==> src/rtl/scr_regs.svh <==
`ifndef SCR_REGS_SVH
`define SCR_REGS_SVH

// register byte offsets
`define SCR_OFS_CTRL       8'h00
`define SCR_OFS_STATUS     8'h04
`define SCR_OFS_MASK       8'h08
`define SCR_OFS_WORD       8'h0C
`define SCR_OFS_PINS       8'h10
`define SCR_OFS_GAIN       8'h14

// ctrl register fields
`define SCR_CTRL_OE_BIT    0
`define SCR_CTRL_RESET     1'h1

// status and mask fields
`define SCR_ST_LATCH_BIT   0
`define SCR_ST_COUNT_BIT   1
`define SCR_ST_OPEN_BIT    2
`define SCR_ST_SHORT_BIT   3
`define SCR_ST_WIDTH       4
`define SCR_MASK_RESET     4'h0

// control word
`define SCR_WORD_BITS      8
`define SCR_WORD_RESET     8'h00
`define SCR_DEFAULT_WORD   8'h00
`define SCR_CNT_WIDTH      4

// idle pin levels {clock, data, select, disable, open_ok, short_ok}
`define SCR_PIN_IDLE       6'h03
`define SCR_FAULT_IDLE     2'h3

`endif

==> src/rtl/scr_pkg.sv <==
package scr_pkg;

  // parallel control word, msb shifted first
  typedef struct packed {
    logic       spare;
    logic       adc_reset;
    logic       high_resolution_select;
    logic [1:0] oversampling_ratio_select;
    logic       excitation_disable;
    logic [1:0] gain_select;
  } scr_word_type;

  // shared serial bus as seen by this register
  typedef struct packed {
    logic shift_clock_pin;
    logic serial_input_pin;
    logic select_pin;
  } scr_spi_type;

  // fault comparator flags, low means fault
  typedef struct packed {
    logic open_ok;
    logic short_ok;
  } scr_fault_type;

  // register port request
  typedef struct packed {
    logic [7:0]  addr;
    logic [31:0] wdata;
    logic        wr;
    logic        rd;
  } scr_bus_req_type;

endpackage

==> src/rtl/scr_sync.sv <==
`timescale 1ns/1ps
module scr_sync #(
  parameter int               WIDTH       = 1,
  parameter logic [WIDTH-1:0] RESET_VALUE = '0
) (
  // clock and reset
  input  wire logic             i_ref_clk,
  input  wire logic             i_arst_n,
  // data
  input  wire logic [WIDTH-1:0] i_async,
  output      logic [WIDTH-1:0] o_sync
);

  logic [WIDTH-1:0] stage1;

  // first stage feeds only the second stage
  always_ff @(posedge i_ref_clk or negedge i_arst_n) begin
    if (!i_arst_n) begin
      stage1 <= RESET_VALUE;
    end else begin
      stage1 <= i_async;
    end
  end

  // both stages start at the idle levels so no false edge follows reset
  always_ff @(posedge i_ref_clk or negedge i_arst_n) begin
    if (!i_arst_n) begin
      o_sync <= RESET_VALUE;
    end else begin
      o_sync <= stage1;
    end
  end

endmodule

==> src/rtl/scr_top.sv <==
// Added by the designer: the address map and the address-and-strobe port.
`timescale 1ns/1ps
`include "scr_regs.svh"
module scr_top (
  // clock and reset
  input  wire logic                    i_ref_clk,
  input  wire logic                    i_arst_n,
  // shared serial bus pins
  input  wire scr_pkg::scr_spi_type    i_spi,
  // output disable pin, high disables
  input  wire logic                    i_output_disable,
  // fault comparator pins
  input  wire scr_pkg::scr_fault_type  i_fault,
  // register port
  input  wire scr_pkg::scr_bus_req_type i_bus,
  output      logic [31:0]             o_rdata,
  // parallel control outputs
  output      scr_pkg::scr_word_type   o_ctrl,
  // fault flags to the monitor, low on fault
  output      scr_pkg::scr_fault_type  o_fault,
  // interrupt
  output      logic                    o_irq
);
  import scr_pkg::*;

  localparam int NPIN = 6;

  function automatic logic [3:0] gain_vv(input logic [1:0] sel);
    gain_vv = {1'b0, sel, 1'b0} + 4'h2;
  endfunction

  logic [NPIN-1:0]                pins_sync;
  logic                           sclk_s;
  logic                           sdi_s;
  logic                           sel_s;
  logic                           dis_s;
  logic                           open_ok_s;
  logic                           short_ok_s;
  logic                           sclk_d;
  logic                           sel_d;
  logic                           open_d;
  logic                           short_d;
  logic                           sclk_rise;
  logic                           sel_rise;
  logic [`SCR_WORD_BITS-1:0]      shifter;
  logic [`SCR_CNT_WIDTH-1:0]      bit_cnt;
  scr_word_type                   latched;
  logic                           sw_oe;
  logic [`SCR_ST_WIDTH-1:0]       status;
  logic [`SCR_ST_WIDTH-1:0]       mask;
  logic [`SCR_ST_WIDTH-1:0]       events;
  logic [`SCR_ST_WIDTH-1:0]       w1c;
  logic                           wr_ctrl;
  logic                           wr_status;
  logic                           wr_mask;
  logic                           outputs_on;
  logic [31:0]                    next_rdata;

  // all pins pass two flip-flops; idle levels: clock low, select low, flags high
  scr_sync #(
    .WIDTH       (NPIN),
    .RESET_VALUE (`SCR_PIN_IDLE)
  ) u_sync (
    .i_ref_clk (i_ref_clk),
    .i_arst_n  (i_arst_n),
    .i_async   ({i_spi.shift_clock_pin, i_spi.serial_input_pin, i_spi.select_pin,
                 i_output_disable, i_fault.open_ok, i_fault.short_ok}),
    .o_sync    (pins_sync)
  );

  assign {sclk_s, sdi_s, sel_s, dis_s, open_ok_s, short_ok_s} = pins_sync;

  always_ff @(posedge i_ref_clk or negedge i_arst_n) begin
    if (!i_arst_n) begin
      sclk_d  <= 1'b0;
      sel_d   <= 1'b0;
      open_d  <= 1'b1;
      short_d <= 1'b1;
    end else begin
      sclk_d  <= sclk_s;
      sel_d   <= sel_s;
      open_d  <= open_ok_s;
      short_d <= short_ok_s;
    end
  end

  assign sclk_rise = sclk_s & ~sclk_d;
  assign sel_rise  = sel_s & ~sel_d;

  // shift on rising clock, msb first, data line as serial input
  always_ff @(posedge i_ref_clk or negedge i_arst_n) begin
    if (!i_arst_n) begin
      shifter <= `SCR_WORD_RESET;
    end else if (sclk_rise) begin
      shifter <= {shifter[`SCR_WORD_BITS-2:0], sdi_s};
    end
  end

  // bits seen since the last latch, saturating
  always_ff @(posedge i_ref_clk or negedge i_arst_n) begin
    if (!i_arst_n) begin
      bit_cnt <= '0;
    end else if (sel_rise) begin
      bit_cnt <= '0;
    end else if (sclk_rise && !sel_s && bit_cnt != 4'hF) begin
      bit_cnt <= bit_cnt + 4'h1;
    end
  end

  // select rising edge transfers the shifted word
  always_ff @(posedge i_ref_clk or negedge i_arst_n) begin
    if (!i_arst_n) begin
      latched <= `SCR_WORD_RESET;
    end else if (sel_rise) begin
      latched <= shifter;
    end
  end

  // disabled outputs take the fixed default levels
  assign outputs_on = sw_oe & ~dis_s;

  always_ff @(posedge i_ref_clk or negedge i_arst_n) begin
    if (!i_arst_n) begin
      o_ctrl <= `SCR_DEFAULT_WORD;
    end else begin
      o_ctrl <= outputs_on ? latched : scr_word_type'(`SCR_DEFAULT_WORD);
    end
  end

  // fault flags stay active low toward the monitor
  always_ff @(posedge i_ref_clk or negedge i_arst_n) begin
    if (!i_arst_n) begin
      o_fault <= `SCR_FAULT_IDLE;
    end else begin
      o_fault <= {open_ok_s, short_ok_s};
    end
  end

  // event sources
  always_comb begin
    events                     = '0;
    events[`SCR_ST_LATCH_BIT]  = sel_rise;
    events[`SCR_ST_COUNT_BIT]  = sel_rise && bit_cnt != `SCR_CNT_WIDTH'(`SCR_WORD_BITS);
    events[`SCR_ST_OPEN_BIT]   = open_d & ~open_ok_s;
    events[`SCR_ST_SHORT_BIT]  = short_d & ~short_ok_s;
  end

  assign wr_ctrl   = i_bus.wr && i_bus.addr == `SCR_OFS_CTRL;
  assign wr_status = i_bus.wr && i_bus.addr == `SCR_OFS_STATUS;
  assign wr_mask   = i_bus.wr && i_bus.addr == `SCR_OFS_MASK;
  assign w1c       = wr_status ? i_bus.wdata[`SCR_ST_WIDTH-1:0] : '0;

  always_ff @(posedge i_ref_clk or negedge i_arst_n) begin
    if (!i_arst_n) begin
      sw_oe <= `SCR_CTRL_RESET;
    end else if (wr_ctrl) begin
      sw_oe <= i_bus.wdata[`SCR_CTRL_OE_BIT];
    end
  end

  // sticky status, a new event wins over a clear in the same cycle
  always_ff @(posedge i_ref_clk or negedge i_arst_n) begin
    if (!i_arst_n) begin
      status <= '0;
    end else begin
      status <= (status & ~w1c) | events;
    end
  end

  always_ff @(posedge i_ref_clk or negedge i_arst_n) begin
    if (!i_arst_n) begin
      mask <= `SCR_MASK_RESET;
    end else if (wr_mask) begin
      mask <= i_bus.wdata[`SCR_ST_WIDTH-1:0];
    end
  end

  assign o_irq = |(status & mask);

  always_comb begin
    next_rdata = 32'h0000_0000;
    if (i_bus.rd) begin
      unique case (i_bus.addr)
        `SCR_OFS_CTRL:   next_rdata[`SCR_CTRL_OE_BIT] = sw_oe;
        `SCR_OFS_STATUS: next_rdata[`SCR_ST_WIDTH-1:0] = status;
        `SCR_OFS_MASK:   next_rdata[`SCR_ST_WIDTH-1:0] = mask;
        `SCR_OFS_WORD:   next_rdata[`SCR_WORD_BITS-1:0] = latched;
        `SCR_OFS_PINS:   next_rdata[4:0] = {dis_s, outputs_on, sel_s, open_ok_s, short_ok_s};
        `SCR_OFS_GAIN:   next_rdata[3:0] = gain_vv(o_ctrl.gain_select);
        default:         next_rdata = 32'h0000_0000;
      endcase
    end
  end

  // read data stand only in the cycle after the strobe
  always_ff @(posedge i_ref_clk or negedge i_arst_n) begin
    if (!i_arst_n) begin
      o_rdata <= 32'h0000_0000;
    end else begin
      o_rdata <= next_rdata;
    end
  end

endmodule

==> config.mk <==
export PLATFORM = sky130hd
export DESIGN_NAME = scr_top
export DESIGN_NICKNAME = d
export VERILOG_FILES = /design/src/rtl/scr_pkg.sv /design/src/rtl/scr_sync.sv /design/src/rtl/scr_top.sv
export VERILOG_INCLUDE_DIRS = /design/src /design/src/rtl
export SDC_FILE = /design/constraint.sdc
export NUM_CORES = 1
export LEC_CHECK = 0
export BUFFER_PORTS_ARGS = -buffer_cell sky130_fd_sc_hd__buf_2
export CAP_MARGIN = 10
export CORE_MARGIN = 4
export CORE_UTILIZATION = 44
export CTS_CLUSTER_DIAMETER = 40
export DETAILED_ROUTE_END_ITERATION = 10
export MAX_ROUTING_LAYER = met4
export PLACE_DENSITY = 0.85
export SYNTH_ARGS = -nofsm -noshare
export SYNTH_HDL_FRONTEND = slang
export SYNTH_SLANG_ARGS = --single-unit
==> constraint.sdc <==
create_clock -name i_ref_clk -period 1.4 [get_ports i_ref_clk]
set_input_delay 0.14 -clock i_ref_clk [delete_from_list [all_inputs] [get_ports i_ref_clk]]
set_output_delay 0.14 -clock i_ref_clk [all_outputs]
set_load 0.01 [all_outputs]
==> results of run 1 <==
cells in the final DEF (no fill, tap or decap), drive strengths merged, types with 2 or more instances in the layout:
master and n:
clkinvlp 2, dfstp 7, buf 54, dlygate4sd3 7, and3 3, a22o 3, nor2 7, nor2b 5
ha 3, clkbuf 10, nor3 2, nand2 9, xor2 2, clkinv 3, a22oi 3, mux2 23
dfrtp 54, mux2i 3, and2 11, a21oi 7, nand3 7, nand4 5, inv 4, conb 24
worst max-delay path by stage:
stage | from | endpoint | slack (ps) | cells after the start
CTS | o_ctrl[0]$_DFF_PN0_ | o_rdata[2]$_DFF_PN0_ | 70 | 5
global placement | i_bus[41] | mask[3]$_DFFE_PN0P_ | -250 | 5
global route | o_ctrl[1]$_DFF_PN0_ | o_rdata[2]$_DFF_PN0_ | -9 | 5
floorplan | i_bus[41] | mask[0]$_DFFE_PN0P_ | -120 | 5
detailed placement | i_bus[41] | mask[2]$_DFFE_PN0P_ | -290 | 5
finish | i_bus[41] | mask[2]$_DFFE_PN0P_ | 60 | 5
cell type report:
class	count	area [um2]	share of cell area
flip-flops and latches	61	1540	0.485
multi-input cells	130	931	0.294
repair buffers	61	400	0.127
clock buffers	10	128	0.0403
well taps	72	90.1	0.0285
clock inverters	6	63.8	0.0202
inverters	4	15.0	0.00475
sequential cells by signal, indices dropped and copies added, names as in the netlist:
register       flops
bit_cnt            4
latched            8
mask               4
o_ctrl             8
o_fault            2
o_rdata            8
sclk_d             1
sel_d              1
shifter            8
status             4
sw_oe              1
u_sync.o_sync      6
u_sync.stage1      6
power breakdown:
group,internal [mW],switching [mW],total [mW]
sequential,2.01,0.161,2.17
clock,0.817,0.680,1.50
combinational,0.275,0.221,0.497
total,3.10,1.06,4.16
cell families (layout without fill, tap and decap cells):
| family | after synthesis | count (layout) | share of synthesized area |
|---|---|---|---|
| buffers and inverters | 38 | 81 | 0.0945 |
| AND/OR/NAND/NOR | 55 | 55 | 0.128 |
| flip-flops | 61 | 61 | 0.585 |
| AO/OA/AOI/OAI | 18 | 18 | 0.0458 |
| multiplexers | 27 | 27 | 0.120 |
| adder cells (fa/ha/maj) | 3 | 3 | 0.0143 |
| XOR/XNOR | 3 | 3 | 0.0100 |
| other | 1 | 24 | 0.00143 |
timing repair:
action,4_1_cts,5_1_grt
endpoints found under the setup margin,0,1
setup buffers,0,1
hold endpoints to repair,60,0
hold buffers,7,0
through the flow:
step                power, mW  area [um2]
global route             4.39        3160
global placement         2.65        2890
floorplan                2.52        2710
finish                   4.16        3160
detailed placement       2.69        2890
CTS                      4.22        3160
layer usage:
layer,global-route usage,vias up
met4,0.0906,0
met1,0.177,811
met2,0.234,71
li1,-,777
met3,0.0437,12
met5,-,-
==> results.sh, run 1 <==
export IMPL_hold_viol=0
export IMPL_cts_root_buf="clkbuf_8"
export IMPL_pre_cts_ws_ps=-294
export IMPL_rsz0062_at_grt="yes"
export IMPL_cts_resized=0
export IMPL_hold_depth=2
export IMPL_async_reset_ff_frac=1.00
export IMPL_path_cells="buf_2 -> or4_4 -> nor2_4 -> and3_1 -> mux2_1"
export IMPL_cts_tree="done"
export IMPL_drive_gt1_frac=0.371
export IMPL_rows=27
export IMPL_tns_ps=0
export IMPL_drt_vias_per_instance=4.86
export IMPL_dp_cells=320
export IMPL_synth_area_mm2=0.00262
export IMPL_vias=1671
export IMPL_gp_congestion=0.805
export IMPL_drt_pass1_iterations=4
export IMPL_grt_pass1_wl_um=8230
export IMPL_met3_length_um=503
export IMPL_cts_made_buffers=9
export IMPL_drv_slew=0
export IMPL_ys_ff_latch=61
export IMPL_die_area_mm2=0.00726
export IMPL_fp_dieH_um=85.2
export IMPL_drv_cap=0
export IMPL_final_setup_worst_slack_ps=59.1
export IMPL_hpwlAfterDp_um=3390
export IMPL_hold_start="i_bus[5]"
export IMPL_min_to="mask[3]$_DFFE_PN0P_"
export IMPL_drcViolationCount=0
export IMPL_layoutNonFillerInstCount=344
export IMPL_route_detailed_wl_per_inst_um=14.1
export IMPL_synthFlopType="dfrtp_1"
export IMPL_clkSinkCount=61
export IMPL_n_antenna_cell=0
export IMPL_power_density_mw_per_mm2=1320
export IMPL_cpMaxStageDelayCell="or4_4"
export IMPL_setup_viol=0
export IMPL_ys_top_cells_by_area="dfrtp_1, buf_4, mux2_2"
export IMPL_initial_utilization=0.465
export IMPL_status="completed"
export IMPL_totalWireLength_um=4850
export IMPL_ys_warn_count=0
export IMPL_fin_crit_sh=0.958
export IMPL_clockBufferDepth=2
export IMPL_routed_top_layer="met4"
export IMPL_synth_commonest_cells="dfrtp_1, buf_4, mux2_2"
export IMPL_yosys_area_top_type_share=0.515
export IMPL_worst_hold_path_type="input pin to register"
export IMPL_grt_pass1_vias=1706
export IMPL_ys_types=40
export IMPL_drt_iter0_drc=80
export IMPL_track_usage=0.152
export IMPL_cp_buffers_inverters=1
export IMPL_ys_seq_area_frac=0.585
export IMPL_wirelength_met1_um=1800
export IMPL_cts_max_level=3
export IMPL_num_fill_cells=460
export IMPL_final_util=0.561
export IMPL_fmax_ghz=0.746
export IMPL_route_met2_wl_um=2440
export IMPL_crit_family="simple AND/OR/NAND/NOR gates"
export IMPL_nets=320
export IMPL_reg2reg_slack_ps=110
export IMPL_ant_nets=0
export IMPL_whs_ps=33.2
export IMPL_vdd_drop_max_mv=0.678
export IMPL_cp_required_ps=1620
export IMPL_syn_to_final_growth_pct=20.6
export IMPL_synthCells=206
export IMPL_crit_path_max_fanout=4
export IMPL_skew_ps=5.15
export IMPL_die_w_um=85.2
export IMPL_io_buffers=40
export IMPL_yosysMostFrequentCell="dfrtp_1"
export IMPL_clk_pin_slew_ps=70
export IMPL_crit_path_end_kind="register"
export IMPL_grt_start_max_net_pins=62
export IMPL_clock_latency_ps=340
export IMPL_r2r_end="o_rdata[2]$_DFF_PN0_"
export IMPL_startpoint_type="input pin"
export IMPL_p_leak_nw=1.56
export IMPL_path_class="input pin to register"
export IMPL_overflow=0
export IMPL_synth_top_area_cell="dfrtp_1"
export IMPL_synth_edff_count=0
export IMPL_syn_mean_instance_area_um2=12.7
export IMPL_reg2reg_from="o_ctrl[0]$_DFF_PN0_"
export IMPL_reg2reg_depth=5
export IMPL_fin_crit_ps=1340
export IMPL_boundaryPins=93
export IMPL_antenna_found_initial=0
export IMPL_critPathArrivalTime_ps=1560
export IMPL_critical_path_max_stage_delay_ps=590
export IMPL_core_area_mm2=0.00564
Note: power is estimated with default switching activity, not from simulation.
==> inputs of run 2 (changes only) <==
--- a/config.mk
+++ b/config.mk
@@ -13,7 +13,7 @@
 export CTS_CLUSTER_DIAMETER = 40
 export DETAILED_ROUTE_END_ITERATION = 10
 export MAX_ROUTING_LAYER = met4
-export PLACE_DENSITY = 0.85
+export PLACE_DENSITY = 0.83
 export SYNTH_ARGS = -nofsm -noshare
 export SYNTH_HDL_FRONTEND = slang
 export SYNTH_SLANG_ARGS = --single-unit
==> run 2 against run 1 <==
Against the previous run:
- clock power about the same
- largest power group unchanged
- critical endpoint is now mask[3]$_DFFE_PN0P_
- non-clock buffer count down 1
- total power up 0.51%
- cell count down 0.29%
- sequential cell count stayed put
- maximum frequency down 0.61%
==> results.sh, run 2 (synthesized netlist as in run 1, its figures left out) <==
export IMPL_reg2reg_slack_ps=90
export IMPL_reg2reg_from="o_ctrl[0]$_DFF_PN0_"
export IMPL_n_antenna_cell=0
export IMPL_grt_start_max_net_pins=62
export IMPL_crit_path_start="i_bus[41]"
export IMPL_startpoint_type="input pin"
export IMPL_num_fill_cells=460
export IMPL_totalWireLength_um=4580
export IMPL_drv_slew=0
export IMPL_clockBufferDepth=2
export IMPL_fp_dieH_um=85.2
export IMPL_io_buffers=40
export IMPL_fin_crit_ps=1350
export IMPL_r2r_end="o_rdata[2]$_DFF_PN0_"
export IMPL_drt_iter0_drc=70
export IMPL_postCtsSetupBuffers=0
export IMPL_cts_max_level=3
export IMPL_drcViolationCount=0
export IMPL_initial_utilization=0.465
export IMPL_final_util=0.561
export IMPL_path_class="input pin to register"
export IMPL_swShare=0.248
export IMPL_gp_congestion=0.827
export IMPL_final_area_mm2=0.00316
export IMPL_clock_latency_ps=330
export IMPL_route_detailed_wl_per_inst_um=13.4
export IMPL_boundaryPins=93
export IMPL_hold_viol=0
export IMPL_status="completed"
export IMPL_drt_vias_per_instance=4.74
export IMPL_p_comb_frac=0.118
export IMPL_drv_cap=0
export IMPL_vdd_drop_max_mv=0.741
export IMPL_cts_tree="done"
export IMPL_power_mw=4.18
export IMPL_fmax_ghz=0.741
export IMPL_syn_to_final_growth_pct=20.7
export IMPL_tns_ps=0
export IMPL_clk_pin_slew_ps=70
export IMPL_vias=1626
export IMPL_core_area_mm2=0.00564
export IMPL_p_clk_frac=0.364
export IMPL_rsz0062_at_grt="no"
export IMPL_hpwlAfterDp_um=3330
export IMPL_dpl_cell_area_mm2=0.00289
export IMPL_critPathCapture="mask[3]$_DFFE_PN0P_"
export IMPL_clkSinkCount=61
export IMPL_p_leak_nw=1.56
export IMPL_hold_start="i_bus[4]"
export IMPL_die_area_mm2=0.00726
export IMPL_antenna_found_initial=0
export IMPL_nets=319
export IMPL_p_int_mw=3.14
export IMPL_rows=27
export IMPL_power_frac_seq=0.517
export IMPL_drive_gt1_frac=0.373
export IMPL_ant_nets=0
export IMPL_fin_crit_sh=0.964
export IMPL_drt_pass1_iterations=4
export IMPL_track_usage=0.141
export IMPL_cts_made_buffers=9
export IMPL_worst_hold_path_type="input pin to register"
export IMPL_skew_ps=6.73
export IMPL_die_w_um=85.2
export IMPL_final_cell_mix="dfrtp_1, buf_2, conb_1, mux2_2"
export IMPL_overflow=0
export IMPL_grt_pass1_vias=1676
export IMPL_grt_pass1_wl_um=7730
export IMPL_setup_viol=0
export IMPL_cts_root_buf="clkbuf_8"
export IMPL_switching_power_mw=1.04
export IMPL_crit_path_end_kind="register"
export IMPL_final_common_cell="dfrtp_1"
export IMPL_cp_required_ps=1610
export IMPL_cts_resized=0
export IMPL_crit_path_max_fanout=4
export IMPL_critPathArrivalTime_ps=1560
export IMPL_power_density_mw_per_mm2=1320
export IMPL_reg2reg_depth=5
-- run 2: cell count changes in the layout (fill, tap and decap cells not counted) --
cell	previous run	this run
buf_4	12	11
clkinv_4	1	0
clkinvlp_4	2	3
clkbuf_8	9	10
clkbuf_1	1	0
-- run 2: layer usage --
metal  GRT usage  up-vias  wire length [um]
li1            -      775                 -
met5           -        -                 0
met4      0.0734        0                87
met3      0.0379        8               370
met2       0.215       63              2180
met1       0.170      780              1940
-- run 2: how the worst min path moves through the flow --
stage	endpoint	slack [ps]	cells after the start
floorplan	bit_cnt[0]$_DFFE_PN0P_	-160	0
global placement	bit_cnt[2]$_DFFE_PN0P_	170	2
detailed placement	bit_cnt[3]$_DFFE_PN0P_	170	2
CTS	mask[2]$_DFFE_PN0P_	40	2
global route	mask[2]$_DFFE_PN0P_	40	2
finish	mask[2]$_DFFE_PN0P_	50	2
-- run 2: power groups by stage --
stage | logic [mW] | clock network [mW] | registers, mW
2_1_floorplan | 0.385 | 0 | 2.14
3_3_place_gp | 0.458 | 0 | 2.19
3_5_place_dp | 0.487 | 0 | 2.20
4_1_cts | 0.504 | 1.56 | 2.17
5_1_grt | 0.556 | 1.66 | 2.20
6_report | 0.495 | 1.52 | 2.16
-- run 2: cell type report --
class	instances	area, um2	share of cell area
inverters	4	15.0	0.00474
flip-flops and latches	61	1540	0.485
well taps	72	90.1	0.0285
repair buffers	60	393	0.124
clock inverters	6	62.6	0.0198
clock buffers	10	138	0.0435
multi-input cells	130	931	0.294
-- run 2: critical path: stages --
cell and delay (ps):
buf_2 90, or4_4 580, nor2_4 120, and3_1 270, mux2_1 350
-- run 2: timing repair --
action,in CTS,in global routing
hold buffers,7,0
endpoints found under the setup margin,0,0
hold endpoints to repair,60,0
-- run 2: through the flow --
| stage | instances | setup slack, ps | hold slack [ps] |
|---|---|---|---|
| CTS | 343 | 59.2 | 39.8 |
| global placement | 320 | -252 | 167 |
| floorplan | 229 | -118 | -156 |
| detailed placement | 320 | -297 | 171 |
| global route | 343 | 16.3 | 44.8 |
| finish | 343 | 50.9 | 49.3 |
